<file path="config.mk">
export PLATFORM = sky130hd
export DESIGN_NAME = bst_tap
export DESIGN_NICKNAME = d
export VERILOG_FILES = /design/src/rtl/bst_pkg.sv /design/src/rtl/bst_tap_if.sv /design/src/rtl/bst_sync.sv /design/src/rtl/bst_fsm.sv /design/src/rtl/bst_tap.sv
export SDC_FILE = /design/constraint.sdc
export NUM_CORES = 1
export LEC_CHECK = 0
export ABC_AREA = 1
export BUFFER_PORTS_ARGS = -buffer_cell sky130_fd_sc_hd__buf_4
export CELL_PAD_IN_SITES_DETAIL_PLACEMENT = 1
export CELL_PAD_IN_SITES_GLOBAL_PLACEMENT = 2
export CORE_UTILIZATION = 35
export CTS_BUF_LIST = sky130_fd_sc_hd__clkbuf_4 sky130_fd_sc_hd__clkbuf_8 sky130_fd_sc_hd__clkbuf_16
export DETAILED_ROUTE_END_ITERATION = 6
export PLACE_DENSITY_LB_ADDON = 0.1
export SETUP_SLACK_MARGIN = 0.2
export SYNTH_ARGS = -nofsm -noshare
export SYNTH_HDL_FRONTEND = slang
export SYNTH_SLANG_ARGS = --single-unit
export TNS_END_PERCENT = 50
</file>
<file path="constraint.sdc">
create_clock -name clk_i -period 2.25 [get_ports clk_i]
set_input_delay 0.45 -clock clk_i [delete_from_list [all_inputs] [get_ports clk_i]]
set_output_delay 0.45 -clock clk_i [all_outputs]
set_load 0.05 [all_outputs]
</file>
<file path="src/rtl/bst_pkg.sv">
// Constants, opcodes and state codes shared by the scan port modules
// Contract
// (RQ1) All port sampling and output updates are timed from the test clock only.
// (RQ2) Mode select and data in are captured on each test clock rising edge.
// (RQ3) Data out changes on each test clock falling edge, for sampling at the next rise.
// (RQ4) Port signals take over the shared pins only while test select is asserted.
// (RQ5) Opcodes all-zeros and all-ones select bypass; the sample opcode selects sample/preload.
// (RQ6) External test drives pins from boundary cells; clamp and high-z select bypass.
// (RQ7) Identification opcode shifts a fixed 32-bit code; private opcode selects internal register.
// (RQ8) Four signals, a controller state machine, instruction register and data register array.
// (RQ9) Every digital I/O pin has a boundary cell; analog and crystal pins have none. Here the four shared port pins have no cell.
// (RQ10) Controller states and register behaviour follow the 2001 boundary-scan standard.
// (RQ11) Data out is driven only in shift states and is high impedance otherwise.
package bst_pkg;
   localparam int unsigned IR_W = 16;
   localparam logic [15:0] OP_BYPASS0 = 16'h0000;
   localparam logic [15:0] OP_BYPASS1 = 16'hffff;
   localparam logic [15:0] OP_SAMPLE = 16'hfff8;
   localparam logic [15:0] OP_EXTEST = 16'hffe8;
   localparam logic [15:0] OP_CLAMP = 16'hffef;
   localparam logic [15:0] OP_IDCODE = 16'hfffe;
   localparam logic [15:0] OP_HIGHZ = 16'hffcf;
   localparam logic [15:0] OP_INTERNAL_DATA_REGISTER_SELECT = 16'hfffd;
   // Standard capture pattern, low two bits 01
   localparam logic [15:0] IR_CAPTURE = 16'h0001;
   localparam logic [15:0] IR_RESET = OP_IDCODE;
   // Arbitrary identification value; bit 0 must stay set
   localparam logic [31:0] IDCODE_DEFAULT = 32'h0a5a_5001;
   localparam int unsigned ID_W = 32;
   localparam int unsigned INT_DR_W = 8;
   localparam logic [7:0] INT_DR_RESET = 8'h00;
   localparam int unsigned SYNC_STAGES = 2;
   // Bit positions of the sampled port lines
   localparam int unsigned SYN_TCK = 0;
   localparam int unsigned SYN_TMS = 1;
   localparam int unsigned SYN_TDI = 2;
   localparam int unsigned SYN_TMODE = 3;
   localparam int unsigned SYN_W = 4;
   // Shared pin positions
   localparam int unsigned PIN_TCK = 0;
   localparam int unsigned PIN_TMS = 1;
   localparam int unsigned PIN_TDI = 2;
   localparam int unsigned PIN_TDO = 3;
   localparam int unsigned PIN_W = 4;
   // Boundary cell layout per digital pin
   localparam int unsigned CELL_IN = 0;
   localparam int unsigned CELL_OUT = 1;
   localparam int unsigned CELL_OE = 2;
   localparam int unsigned CELL_W = 3;
   localparam int unsigned NUM_IO = 8;

   typedef enum logic [3:0] {
      ST_RESET = 4'h0,
      ST_IDLE = 4'h1,
      ST_SEL_DR = 4'h2,
      ST_CAP_DR = 4'h3,
      ST_SHIFT_DR = 4'h4,
      ST_EXIT1_DR = 4'h5,
      ST_PAUSE_DR = 4'h6,
      ST_EXIT2_DR = 4'h7,
      ST_UPD_DR = 4'h8,
      ST_SEL_IR = 4'h9,
      ST_CAP_IR = 4'ha,
      ST_SHIFT_IR = 4'hb,
      ST_EXIT1_IR = 4'hc,
      ST_PAUSE_IR = 4'hd,
      ST_EXIT2_IR = 4'he,
      ST_UPD_IR = 4'hf
   } bst_state_t;

   typedef enum logic [1:0] {
      DR_BYPASS = 2'h0,
      DR_BOUNDARY = 2'h1,
      DR_IDCODE = 2'h2,
      DR_INTERNAL = 2'h3
   } bst_dr_sel_t;
endpackage

</file>
<file path="src/rtl/bst_tap_if.sv">
// Edge and state signals passed between the scan port modules
`timescale 1ns/1ps
interface bst_tap_if;
   logic tck_rise;
   logic tck_fall;
   logic tms;
   logic tdi;
   logic test_mode;
   bst_pkg::bst_state_t state;

   modport sync_mp (output tck_rise, output tck_fall, output tms, output tdi, output test_mode);
   modport fsm_mp (input tck_rise, input tms, input test_mode, output state);
   modport core_mp (input tck_rise, input tck_fall, input tdi, input test_mode, input state);
endinterface

</file>
<file path="src/rtl/bst_sync.sv">
// Two-stage synchroniser of the port lines and test clock edge finder
`timescale 1ns/1ps
module bst_sync
(
   input wire logic clk_i,
   input wire logic rst_b_i,
   input wire logic [bst_pkg::SYN_W-1:0] raw_i,
   bst_tap_if.sync_mp tap
);
   logic [bst_pkg::SYN_W-1:0] meta_r;
   logic [bst_pkg::SYN_W-1:0] sync_r;
   logic [bst_pkg::SYN_W-1:0] meta_nxt;
   logic [bst_pkg::SYN_W-1:0] sync_nxt;
   logic tck_old_r;
   logic tck_old_nxt;

   genvar gi;
   generate
      for (gi = 0; gi < bst_pkg::SYN_W; gi++)
      begin : g_sync
         always_comb
         begin
            meta_nxt[gi] = raw_i[gi];
            sync_nxt[gi] = meta_r[gi];
         end

         always_ff @(posedge clk_i or negedge rst_b_i)
         begin
            if (!rst_b_i)
            begin
               meta_r[gi] <= 1'b0;
               sync_r[gi] <= 1'b0;
            end
            else
            begin
               meta_r[gi] <= meta_nxt[gi];
               sync_r[gi] <= sync_nxt[gi];
            end
         end
      end
   endgenerate

   always_comb
   begin
      tck_old_nxt = sync_r[bst_pkg::SYN_TCK];
   end

   always_ff @(posedge clk_i or negedge rst_b_i)
   begin
      if (!rst_b_i)
         tck_old_r <= 1'b0;
      else
         tck_old_r <= tck_old_nxt;
   end

   // Lines pass the same two stages, so their skew against the clock edge is kept [RQ1]
   assign tap.tck_rise = sync_r[bst_pkg::SYN_TCK] & ~tck_old_r;
   assign tap.tck_fall = ~sync_r[bst_pkg::SYN_TCK] & tck_old_r;
   assign tap.tms = sync_r[bst_pkg::SYN_TMS];
   assign tap.tdi = sync_r[bst_pkg::SYN_TDI];
   assign tap.test_mode = sync_r[bst_pkg::SYN_TMODE];
endmodule

</file>
<file path="src/rtl/bst_fsm.sv">
// Test port controller state machine, stepped on test clock rising edges
`timescale 1ns/1ps
module bst_fsm
(
   input wire logic clk_i,
   input wire logic rst_b_i,
   bst_tap_if.fsm_mp tap
);
   bst_pkg::bst_state_t state_r;
   bst_pkg::bst_state_t state_nxt;
   bst_pkg::bst_state_t step;

   // Standard sixteen-state walk on mode select [RQ10]
   always_comb
   begin
      unique case (state_r)
         bst_pkg::ST_RESET: step = tap.tms ? bst_pkg::ST_RESET : bst_pkg::ST_IDLE;
         bst_pkg::ST_IDLE: step = tap.tms ? bst_pkg::ST_SEL_DR : bst_pkg::ST_IDLE;
         bst_pkg::ST_SEL_DR: step = tap.tms ? bst_pkg::ST_SEL_IR : bst_pkg::ST_CAP_DR;
         bst_pkg::ST_CAP_DR: step = tap.tms ? bst_pkg::ST_EXIT1_DR : bst_pkg::ST_SHIFT_DR;
         bst_pkg::ST_SHIFT_DR: step = tap.tms ? bst_pkg::ST_EXIT1_DR : bst_pkg::ST_SHIFT_DR;
         bst_pkg::ST_EXIT1_DR: step = tap.tms ? bst_pkg::ST_UPD_DR : bst_pkg::ST_PAUSE_DR;
         bst_pkg::ST_PAUSE_DR: step = tap.tms ? bst_pkg::ST_EXIT2_DR : bst_pkg::ST_PAUSE_DR;
         bst_pkg::ST_EXIT2_DR: step = tap.tms ? bst_pkg::ST_UPD_DR : bst_pkg::ST_SHIFT_DR;
         bst_pkg::ST_UPD_DR: step = tap.tms ? bst_pkg::ST_SEL_DR : bst_pkg::ST_IDLE;
         bst_pkg::ST_SEL_IR: step = tap.tms ? bst_pkg::ST_RESET : bst_pkg::ST_CAP_IR;
         bst_pkg::ST_CAP_IR: step = tap.tms ? bst_pkg::ST_EXIT1_IR : bst_pkg::ST_SHIFT_IR;
         bst_pkg::ST_SHIFT_IR: step = tap.tms ? bst_pkg::ST_EXIT1_IR : bst_pkg::ST_SHIFT_IR;
         bst_pkg::ST_EXIT1_IR: step = tap.tms ? bst_pkg::ST_UPD_IR : bst_pkg::ST_PAUSE_IR;
         bst_pkg::ST_PAUSE_IR: step = tap.tms ? bst_pkg::ST_EXIT2_IR : bst_pkg::ST_PAUSE_IR;
         bst_pkg::ST_EXIT2_IR: step = tap.tms ? bst_pkg::ST_UPD_IR : bst_pkg::ST_SHIFT_IR;
         bst_pkg::ST_UPD_IR: step = tap.tms ? bst_pkg::ST_SEL_DR : bst_pkg::ST_IDLE;
      endcase
   end

   always_comb
   begin
      state_nxt = state_r;
      // No reset pin on the port, so leaving test mode parks the controller
      if (!tap.test_mode)
         state_nxt = bst_pkg::ST_RESET;
      else if (tap.tck_rise)
         state_nxt = step; // [RQ2]
   end

   always_ff @(posedge clk_i or negedge rst_b_i)
   begin
      if (!rst_b_i)
         state_r <= bst_pkg::ST_RESET;
      else
         state_r <= state_nxt;
   end

   assign tap.state = state_r;
endmodule

</file>
<file path="src/rtl/bst_tap.sv">
// Boundary-scan test port top: pin sharing, instruction decode and data registers
`timescale 1ns/1ps
module bst_tap
#(
   parameter int unsigned NUM_IO = bst_pkg::NUM_IO,
   parameter logic [31:0] IDCODE = bst_pkg::IDCODE_DEFAULT
)
(
   input wire logic clk_i,
   input wire logic rst_b_i,
   input wire logic test_mode_i,
   input wire logic [bst_pkg::PIN_W-1:0] shared_pin_in_i,
   output logic [bst_pkg::PIN_W-1:0] shared_pin_out_o,
   output logic [bst_pkg::PIN_W-1:0] shared_pin_oe_b_o,
   input wire logic [bst_pkg::PIN_W-1:0] func_out_i,
   input wire logic [bst_pkg::PIN_W-1:0] func_oe_b_i,
   output logic [bst_pkg::PIN_W-1:0] func_in_o,
   input wire logic [NUM_IO-1:0] core_out_i,
   input wire logic [NUM_IO-1:0] core_oe_b_i,
   output logic [NUM_IO-1:0] core_in_o,
   input wire logic [NUM_IO-1:0] pad_in_i,
   output logic [NUM_IO-1:0] pad_out_o,
   output logic [NUM_IO-1:0] pad_oe_b_o,
   output logic [bst_pkg::INT_DR_W-1:0] internal_dr_o,
   output logic internal_data_register_select_o
);
   localparam int unsigned BSR_W = bst_pkg::CELL_W * NUM_IO;

   bst_tap_if tap ();

   logic [bst_pkg::SYN_W-1:0] port_raw;
   logic [NUM_IO-1:0] pad_meta_r;
   logic [NUM_IO-1:0] pad_sync_r;
   logic [BSR_W-1:0] bsr_capture;

   logic [bst_pkg::IR_W-1:0] ir_r;
   logic [bst_pkg::IR_W-1:0] ir_nxt;
   logic [bst_pkg::IR_W-1:0] ir_shift_r;
   logic [bst_pkg::IR_W-1:0] ir_shift_nxt;
   logic bypass_r;
   logic bypass_nxt;
   logic [bst_pkg::ID_W-1:0] id_shift_r;
   logic [bst_pkg::ID_W-1:0] id_shift_nxt;
   logic [BSR_W-1:0] bsr_shift_r;
   logic [BSR_W-1:0] bsr_shift_nxt;
   logic [BSR_W-1:0] bsr_upd_r;
   logic [BSR_W-1:0] bsr_upd_nxt;
   logic [bst_pkg::INT_DR_W-1:0] int_shift_r;
   logic [bst_pkg::INT_DR_W-1:0] int_shift_nxt;
   logic [bst_pkg::INT_DR_W-1:0] int_dr_r;
   logic [bst_pkg::INT_DR_W-1:0] int_dr_nxt;
   logic tdo_r;
   logic tdo_nxt;
   logic tdo_oe_b_r;
   logic tdo_oe_b_nxt;

   bst_pkg::bst_dr_sel_t dr_sel;
   logic pads_from_cells;
   logic pads_highz;
   logic dr_lsb;

   // The port lines are read from the shared pins themselves [RQ8]
   assign port_raw[bst_pkg::SYN_TCK] = shared_pin_in_i[bst_pkg::PIN_TCK];
   assign port_raw[bst_pkg::SYN_TMS] = shared_pin_in_i[bst_pkg::PIN_TMS];
   assign port_raw[bst_pkg::SYN_TDI] = shared_pin_in_i[bst_pkg::PIN_TDI];
   assign port_raw[bst_pkg::SYN_TMODE] = test_mode_i;

   bst_sync u_sync
   (
      .clk_i (clk_i),
      .rst_b_i (rst_b_i),
      .raw_i (port_raw),
      .tap (tap.sync_mp)
   );

   bst_fsm u_fsm
   (
      .clk_i (clk_i),
      .rst_b_i (rst_b_i),
      .tap (tap.fsm_mp)
   );

   // One cell group per pad pin; the four shared port pins, crystal and analog pins are not in this list [RQ9]
   genvar gi;
   generate
      for (gi = 0; gi < NUM_IO; gi++)
      begin : g_cell
         always_ff @(posedge clk_i or negedge rst_b_i)
         begin
            if (!rst_b_i)
            begin
               pad_meta_r[gi] <= 1'b0;
               pad_sync_r[gi] <= 1'b0;
            end
            else
            begin
               pad_meta_r[gi] <= pad_in_i[gi];
               pad_sync_r[gi] <= pad_meta_r[gi];
            end
         end

         assign bsr_capture[gi*bst_pkg::CELL_W+bst_pkg::CELL_IN] = pad_sync_r[gi];
         assign bsr_capture[gi*bst_pkg::CELL_W+bst_pkg::CELL_OUT] = core_out_i[gi];
         assign bsr_capture[gi*bst_pkg::CELL_W+bst_pkg::CELL_OE] = core_oe_b_i[gi];

         always_comb
         begin
            if (pads_highz)
            begin
               pad_out_o[gi] = 1'b0;
               pad_oe_b_o[gi] = 1'b1; // [RQ6]
            end
            else if (pads_from_cells)
            begin
               pad_out_o[gi] = bsr_upd_r[gi*bst_pkg::CELL_W+bst_pkg::CELL_OUT]; // [RQ6]
               pad_oe_b_o[gi] = bsr_upd_r[gi*bst_pkg::CELL_W+bst_pkg::CELL_OE];
            end
            else
            begin
               pad_out_o[gi] = core_out_i[gi];
               pad_oe_b_o[gi] = core_oe_b_i[gi];
            end
         end
      end
   endgenerate

   assign core_in_o = pad_in_i;

   // Unknown opcodes fall back to bypass, as the standard requires
   always_comb
   begin
      unique case (ir_r)
         bst_pkg::OP_BYPASS0, bst_pkg::OP_BYPASS1: dr_sel = bst_pkg::DR_BYPASS; // [RQ5]
         bst_pkg::OP_SAMPLE, bst_pkg::OP_EXTEST: dr_sel = bst_pkg::DR_BOUNDARY; // [RQ5] [RQ6]
         bst_pkg::OP_CLAMP, bst_pkg::OP_HIGHZ: dr_sel = bst_pkg::DR_BYPASS; // [RQ6]
         bst_pkg::OP_IDCODE: dr_sel = bst_pkg::DR_IDCODE; // [RQ7]
         bst_pkg::OP_INTERNAL_DATA_REGISTER_SELECT: dr_sel = bst_pkg::DR_INTERNAL; // [RQ7]
         default: dr_sel = bst_pkg::DR_BYPASS;
      endcase
   end

   // Pin control follows the active instruction only while in test mode [RQ4]
   assign pads_from_cells = tap.test_mode && (ir_r == bst_pkg::OP_EXTEST || ir_r == bst_pkg::OP_CLAMP);
   assign pads_highz = tap.test_mode && (ir_r == bst_pkg::OP_HIGHZ);

   always_comb
   begin
      unique case (dr_sel)
         bst_pkg::DR_BYPASS: dr_lsb = bypass_r;
         bst_pkg::DR_BOUNDARY: dr_lsb = bsr_shift_r[0];
         bst_pkg::DR_IDCODE: dr_lsb = id_shift_r[0];
         bst_pkg::DR_INTERNAL: dr_lsb = int_shift_r[0];
      endcase
   end

   // Capture and shift on the rising edge, updates on the falling edge [RQ10]
   always_comb
   begin
      ir_nxt = ir_r;
      ir_shift_nxt = ir_shift_r;
      bypass_nxt = bypass_r;
      id_shift_nxt = id_shift_r;
      bsr_shift_nxt = bsr_shift_r;
      bsr_upd_nxt = bsr_upd_r;
      int_shift_nxt = int_shift_r;
      int_dr_nxt = int_dr_r;
      if (tap.state == bst_pkg::ST_RESET)
         ir_nxt = bst_pkg::IR_RESET; // [RQ10]
      if (tap.tck_rise)
      begin
         unique case (tap.state)
            bst_pkg::ST_CAP_IR: ir_shift_nxt = bst_pkg::IR_CAPTURE;
            bst_pkg::ST_SHIFT_IR: ir_shift_nxt = {tap.tdi, ir_shift_r[bst_pkg::IR_W-1:1]}; // [RQ2]
            bst_pkg::ST_CAP_DR:
            begin
               unique case (dr_sel)
                  bst_pkg::DR_BYPASS: bypass_nxt = 1'b0;
                  bst_pkg::DR_BOUNDARY: bsr_shift_nxt = bsr_capture;
                  bst_pkg::DR_IDCODE: id_shift_nxt = IDCODE; // [RQ7]
                  bst_pkg::DR_INTERNAL: int_shift_nxt = int_dr_r;
               endcase
            end
            bst_pkg::ST_SHIFT_DR:
            begin
               unique case (dr_sel)
                  bst_pkg::DR_BYPASS: bypass_nxt = tap.tdi; // [RQ2] [RQ5]
                  bst_pkg::DR_BOUNDARY: bsr_shift_nxt = {tap.tdi, bsr_shift_r[BSR_W-1:1]};
                  bst_pkg::DR_IDCODE: id_shift_nxt = {tap.tdi, id_shift_r[bst_pkg::ID_W-1:1]};
                  bst_pkg::DR_INTERNAL: int_shift_nxt = {tap.tdi, int_shift_r[bst_pkg::INT_DR_W-1:1]};
               endcase
            end
            default:
            begin
            end
         endcase
      end
      if (tap.tck_fall)
      begin
         if (tap.state == bst_pkg::ST_UPD_IR)
            ir_nxt = ir_shift_r;
         if (tap.state == bst_pkg::ST_UPD_DR && dr_sel == bst_pkg::DR_BOUNDARY)
            bsr_upd_nxt = bsr_shift_r; // Preload for sample, live drive for external test
         if (tap.state == bst_pkg::ST_UPD_DR && dr_sel == bst_pkg::DR_INTERNAL)
            int_dr_nxt = int_shift_r;
      end
   end

   // Data out moves only on the falling edge, giving the tester half a period [RQ3]
   always_comb
   begin
      tdo_nxt = tdo_r;
      tdo_oe_b_nxt = tdo_oe_b_r;
      if (!tap.test_mode)
      begin
         tdo_nxt = 1'b0;
         tdo_oe_b_nxt = 1'b1;
      end
      else if (tap.tck_fall)
      begin
         unique case (tap.state)
            bst_pkg::ST_SHIFT_IR:
            begin
               tdo_nxt = ir_shift_r[0]; // [RQ3]
               tdo_oe_b_nxt = 1'b0; // [RQ11]
            end
            bst_pkg::ST_SHIFT_DR:
            begin
               tdo_nxt = dr_lsb; // [RQ3]
               tdo_oe_b_nxt = 1'b0; // [RQ11]
            end
            default:
            begin
               tdo_oe_b_nxt = 1'b1; // [RQ11]
            end
         endcase
      end
   end

   always_ff @(posedge clk_i or negedge rst_b_i)
   begin
      if (!rst_b_i)
      begin
         ir_r <= bst_pkg::IR_RESET;
         ir_shift_r <= bst_pkg::IR_CAPTURE;
         bypass_r <= 1'b0;
         id_shift_r <= '0;
         bsr_shift_r <= '0;
         bsr_upd_r <= '0;
         int_shift_r <= bst_pkg::INT_DR_RESET;
         int_dr_r <= bst_pkg::INT_DR_RESET;
         tdo_r <= 1'b0;
         tdo_oe_b_r <= 1'b1;
      end
      else
      begin
         ir_r <= ir_nxt;
         ir_shift_r <= ir_shift_nxt;
         bypass_r <= bypass_nxt;
         id_shift_r <= id_shift_nxt;
         bsr_shift_r <= bsr_shift_nxt;
         bsr_upd_r <= bsr_upd_nxt;
         int_shift_r <= int_shift_nxt;
         int_dr_r <= int_dr_nxt;
         tdo_r <= tdo_nxt;
         tdo_oe_b_r <= tdo_oe_b_nxt;
      end
   end

   // Shared pins: port lines replace the normal functions in test mode [RQ4]
   always_comb
   begin
      if (tap.test_mode)
      begin
         shared_pin_out_o = '0;
         shared_pin_oe_b_o = '1;
         shared_pin_out_o[bst_pkg::PIN_TDO] = tdo_r;
         shared_pin_oe_b_o[bst_pkg::PIN_TDO] = tdo_oe_b_r;
         func_in_o = '0;
      end
      else
      begin
         shared_pin_out_o = func_out_i;
         shared_pin_oe_b_o = func_oe_b_i;
         func_in_o = shared_pin_in_i;
      end
   end

   assign internal_dr_o = int_dr_r;
   assign internal_data_register_select_o = tap.test_mode && (dr_sel == bst_pkg::DR_INTERNAL);
endmodule

</file>
==> summary.txt <==
Detailed routing
  – Antenna-violating nets left: 0
  – Routed vias: 5527
  – Via density per instance: 4.79
  – Drt wl/cell: 15.3 um
  – DR pass1 iterations: 4
  – Final wirelength: 17.6 mm
  – DR DRC count: 0
  – Initial DRC count: 210

STA
  – Max-slew violation count: 0
  – Clock skew: 0.0105 ns
  – Max Freq: 386 MHz
  – Final hold violation count: 0
  – Slew of the pin with the lowest slew margin: 0.512 ns
  – Final min period: 2.59 ns
  – Unrepaired setup endpoints after global routing: true
  – Rel. slew slack: 65.7%
  – Hold slack: 0.128 ns
  – Ratio of final minimum period to clock period: 115%
  – Final Setup Violations: 17
  – Setup ws final: -0.343 ns

Clocking
  – CTS tree: done
  – Skew-Pair Late Insertion Delay: 0.43 ns
  – CTS max path bufs: 2
  – H-tree depth: 4
  – TritonCTS Buffers: 17
  – Clock sink count: 152
  – Root Buffer: clkbuf_16
  – Clock transition at path regs: 0.06 ns

Synthesis
  – Mapped Avg Cell Area: 8.63 sq um
  – Unique masters post-synth: 35
  – Syn_nets: 826
  – Mapped cell area: 6790 sq um
  – Synth Register Bits: 152
  – Mapped Cells: 787
  – Sequential element share of the synthesized area: 56.3%
  – Yosys warning count: 0

Floorplan
  – I/O pin count: 84
  – Die Wd: 141 um
  – Initial Utilization: 36.0%
  – Die Y: 141 um
  – Area of the core: 18900 sq um
  – Full die area: 20000 sq um
  – Row count: 50

Pwr
  – Comb pwr share: 6.9%
  – VDD IR max: 0.519 mV
  – Clock share of power: 46.0%
  – NetSw: 1.52 mW
  – Final Total Pwr: 5.88 mW
  – Leak: 4.15 nW
  – Switch share: 25.8%
  – Reg power frac: 47.1%
  – Power Dens Cells: 676 nW/um^2
  – Cell-internal power: 4.36 mW

Final layout
  – Fin nets: 919
  – Commonest non-fill, non-tap cell in the layout: nand2_1
  – Fin cells: 1153
  – Ratio of cells with drive above 1 in the final layout: 27.8%
  – Commonest non-fill, non-tap cells in the layout: nand2_1, dfrtp_1, buf_4
  – Area Growth Syn to Fin: 28.0%
  – ANT cells: 0

Placement
  – Final GP Congestion: 0.767
  – Hpwl dp: 11.8 mm
  – Port Buffers: 83
  – Placed cell count: 1110

Global routing
  – Pin count of the biggest net entering global routing: 66
  – Gr ovfl total: 0
  – Antenna violations before repair: 0
  – Tot GR Track Use: 19.3%
  – Number of global-route vias before repair: 6007
  – First-pass GRT wire length: 30.1 mm

Critical path
  – Crit-path max FO: 6
  – R2r worst-path depth: 9
  – Type of the worst setup path: flop to output pin
  – Slowest stage delay, CP: 0.56 ns
  – Reg-to-Reg End: bsr_shift_r[18]$_DFFE_PN0P_
  – Worst setup EP type: output pin
  – Crit path buffers/inverters: 4
  – CP arrival: 2.14 ns
  – CP dominant cell by count: nand2_2
  – Worst EP required: 1.80 ns
  – Crit start category: flop
  – Register-to-register setup slack: 0.27 ns
  – CP top delay family: simple AND/OR/NAND/NOR gates
  – Crit. path cell count: 11
  – Crit-path cells: nand2_2 -> inv_2 -> nand3_2 -> o21ai_2 -> nand2_2 -> nor2_4 -> buf_12 -> buf_8 -> nor2_2 -> nor3_2 -> buf_6
  – Slowest cell on crit path: dfstp_2
  – R2r startpoint: ir_r[6]$_DFF_PN1_

Outcome
  – Failing checks: setup timing
  – Status: finished, violations left

Worst hold path
  – Hold endpoint: u_sync.meta_r[3]$_DFF_PN0_
  – Hold Path Class: input port to flop
  – Hold Crit Depth: 1
  – Worst Hold Launch: test_mode_i

Job
  – Maxcap violations: 0
cells in the mapped netlist, drive strengths merged:
library cell / count / area (sq um)
nand2: 186 / 706
a31oi: 1 / 6.26
nor2: 63 / 285
o21ai: 133 / 681
nor3b: 1 / 18.8
o211ai: 4 / 35.0
mux2: 1 / 11.3
nor4: 1 / 6.26
dfrtp: 135 / 3380
o2111ai: 1 / 8.76
nand3: 46 / 245
clkbuf: 9 / 35.0
o31ai: 1 / 7.51
buf: 36 / 226
or2: 3 / 18.8
dfstp: 17 / 447
a21oi: 21 / 109
mux2i: 7 / 70.1
o22ai: 4 / 25.0
inv: 89 / 334
nor3: 28 / 140
area by class of cell:
class                      count  area (sq um)
fill                        2192         10200
sequential                   152          3820
multi-input combinational    501          2590
timing repair buffer         119          1040
clock buffer                  18           439
inverter                      89           357
tap                          260           325
clock inverter                14           118
worst reg2reg max path: cells and delay by family, from the launching register on:
kind / cells / cell delay (ns)
flip-flops: 1 / 0.56
AND/OR/NAND/NOR: 4 / 0.55
AO/OA/AOI/OAI: 3 / 0.40
buffers and inverters: 2 / 0.34
registers in the layout, indices dropped and copies added (netlist names):
signal / cells
ir_shift_r: 16
internal_dr_o: 8
bypass_r: 1
u_sync.tap.test_mode: 1
int_shift_r: 8
tdo_r: 1
u_sync.tap.tms: 1
u_sync.meta_r: 4
bsr_capture: 8
u_sync.tck_old_r: 1
u_sync.tck_old_nxt: 1
bsr_shift_r: 24
id_shift_r: 32
u_fsm.tap.state: 4
pad_meta_r: 8
bsr_upd_r: 16
ir_r: 16
tdo_oe_b_r: 1
u_sync.tap.tdi: 1
through the flow:
stage                     instance area, sq um   TNS, ns  util (%)  setup slack [ns]
after floorplan                           6840    -0.839         -            -0.138
after global placement                    7760   -0.0222      41.1           -0.0119
after detailed placement                  7760  -0.00550      41.1          -0.00542
after CTS                                 8560     -5.20      45.3            -0.358
after global routing                      8700     -6.54      46.0            -0.447
final                                     8700     -4.55      46.0            -0.343
worst max path at each step:
stage	startpoint	to	slack, ns
5_1_grt	ir_r[3]$_DFF_PN1_	pad_out_o[2]	-0.45
3_3_place_gp	ir_r[6]$_DFF_PN1_	pad_oe_b_o[7]	-0.01
3_5_place_dp	ir_r[7]$_DFF_PN1_	pad_oe_b_o[7]	-0.005
6_report	ir_r[3]$_DFF_PN1_	pad_out_o[2]	-0.34
2_1_floorplan	ir_r[12]$_DFF_PN1_	internal_data_register_select_o	-0.14
4_1_cts	ir_r[6]$_DFF_PN1_	pad_oe_b_o[7]	-0.36
power groups by stage:
stage | combinational, mW | clock, mW | sequential [mW]
floorplan | 0.202 | 0 | 2.82
global placement | 0.391 | 0 | 2.82
finish | 0.408 | 2.70 | 2.77
CTS | 0.415 | 2.78 | 2.77
global route | 0.440 | 2.87 | 2.77
detailed placement | 0.398 | 0 | 2.82
kinds of logic (layout without fill, tap and decap cells):
family | count (synthesis) | count (layout) | share of synthesized area (%)
and+or+nand+nor | 328 | 328 | 20.9
muxes | 8 | 8 | 1.20
AOI/OAI and AO/OA | 165 | 165 | 12.8
DFF | 152 | 152 | 56.3
buffers and inverters | 134 | 240 | 8.77
metal layers:
| layer | vias up | track usage, % | routed length (um) |
|---|---|---|---|
| met5 | - | 0 | 0 |
| met4 | 0 | 5.95 | 220 |
| met3 | 20 | 3.21 | 413 |
| met2 | 70 | 33.1 | 8880 |
| met1 | 2732 | 24.8 | 8130 |
| li1 | 2705 | - | - |
timing repair:
| action | 4_1_cts | 5_1_grt |
|---|---|---|
| hold endpoints to repair | 38 | 0 |
| pin swaps | 15 | 6 |
| cloned | 1 | 0 |
| buffers inserted | 5 | 4 |
| hold buffers | 1 | 0 |
| resized for setup | 49 | 29 |
| setup endpoints to repair | 28 | 73 |
Note: power is estimated with default switching activity, not from simulation.
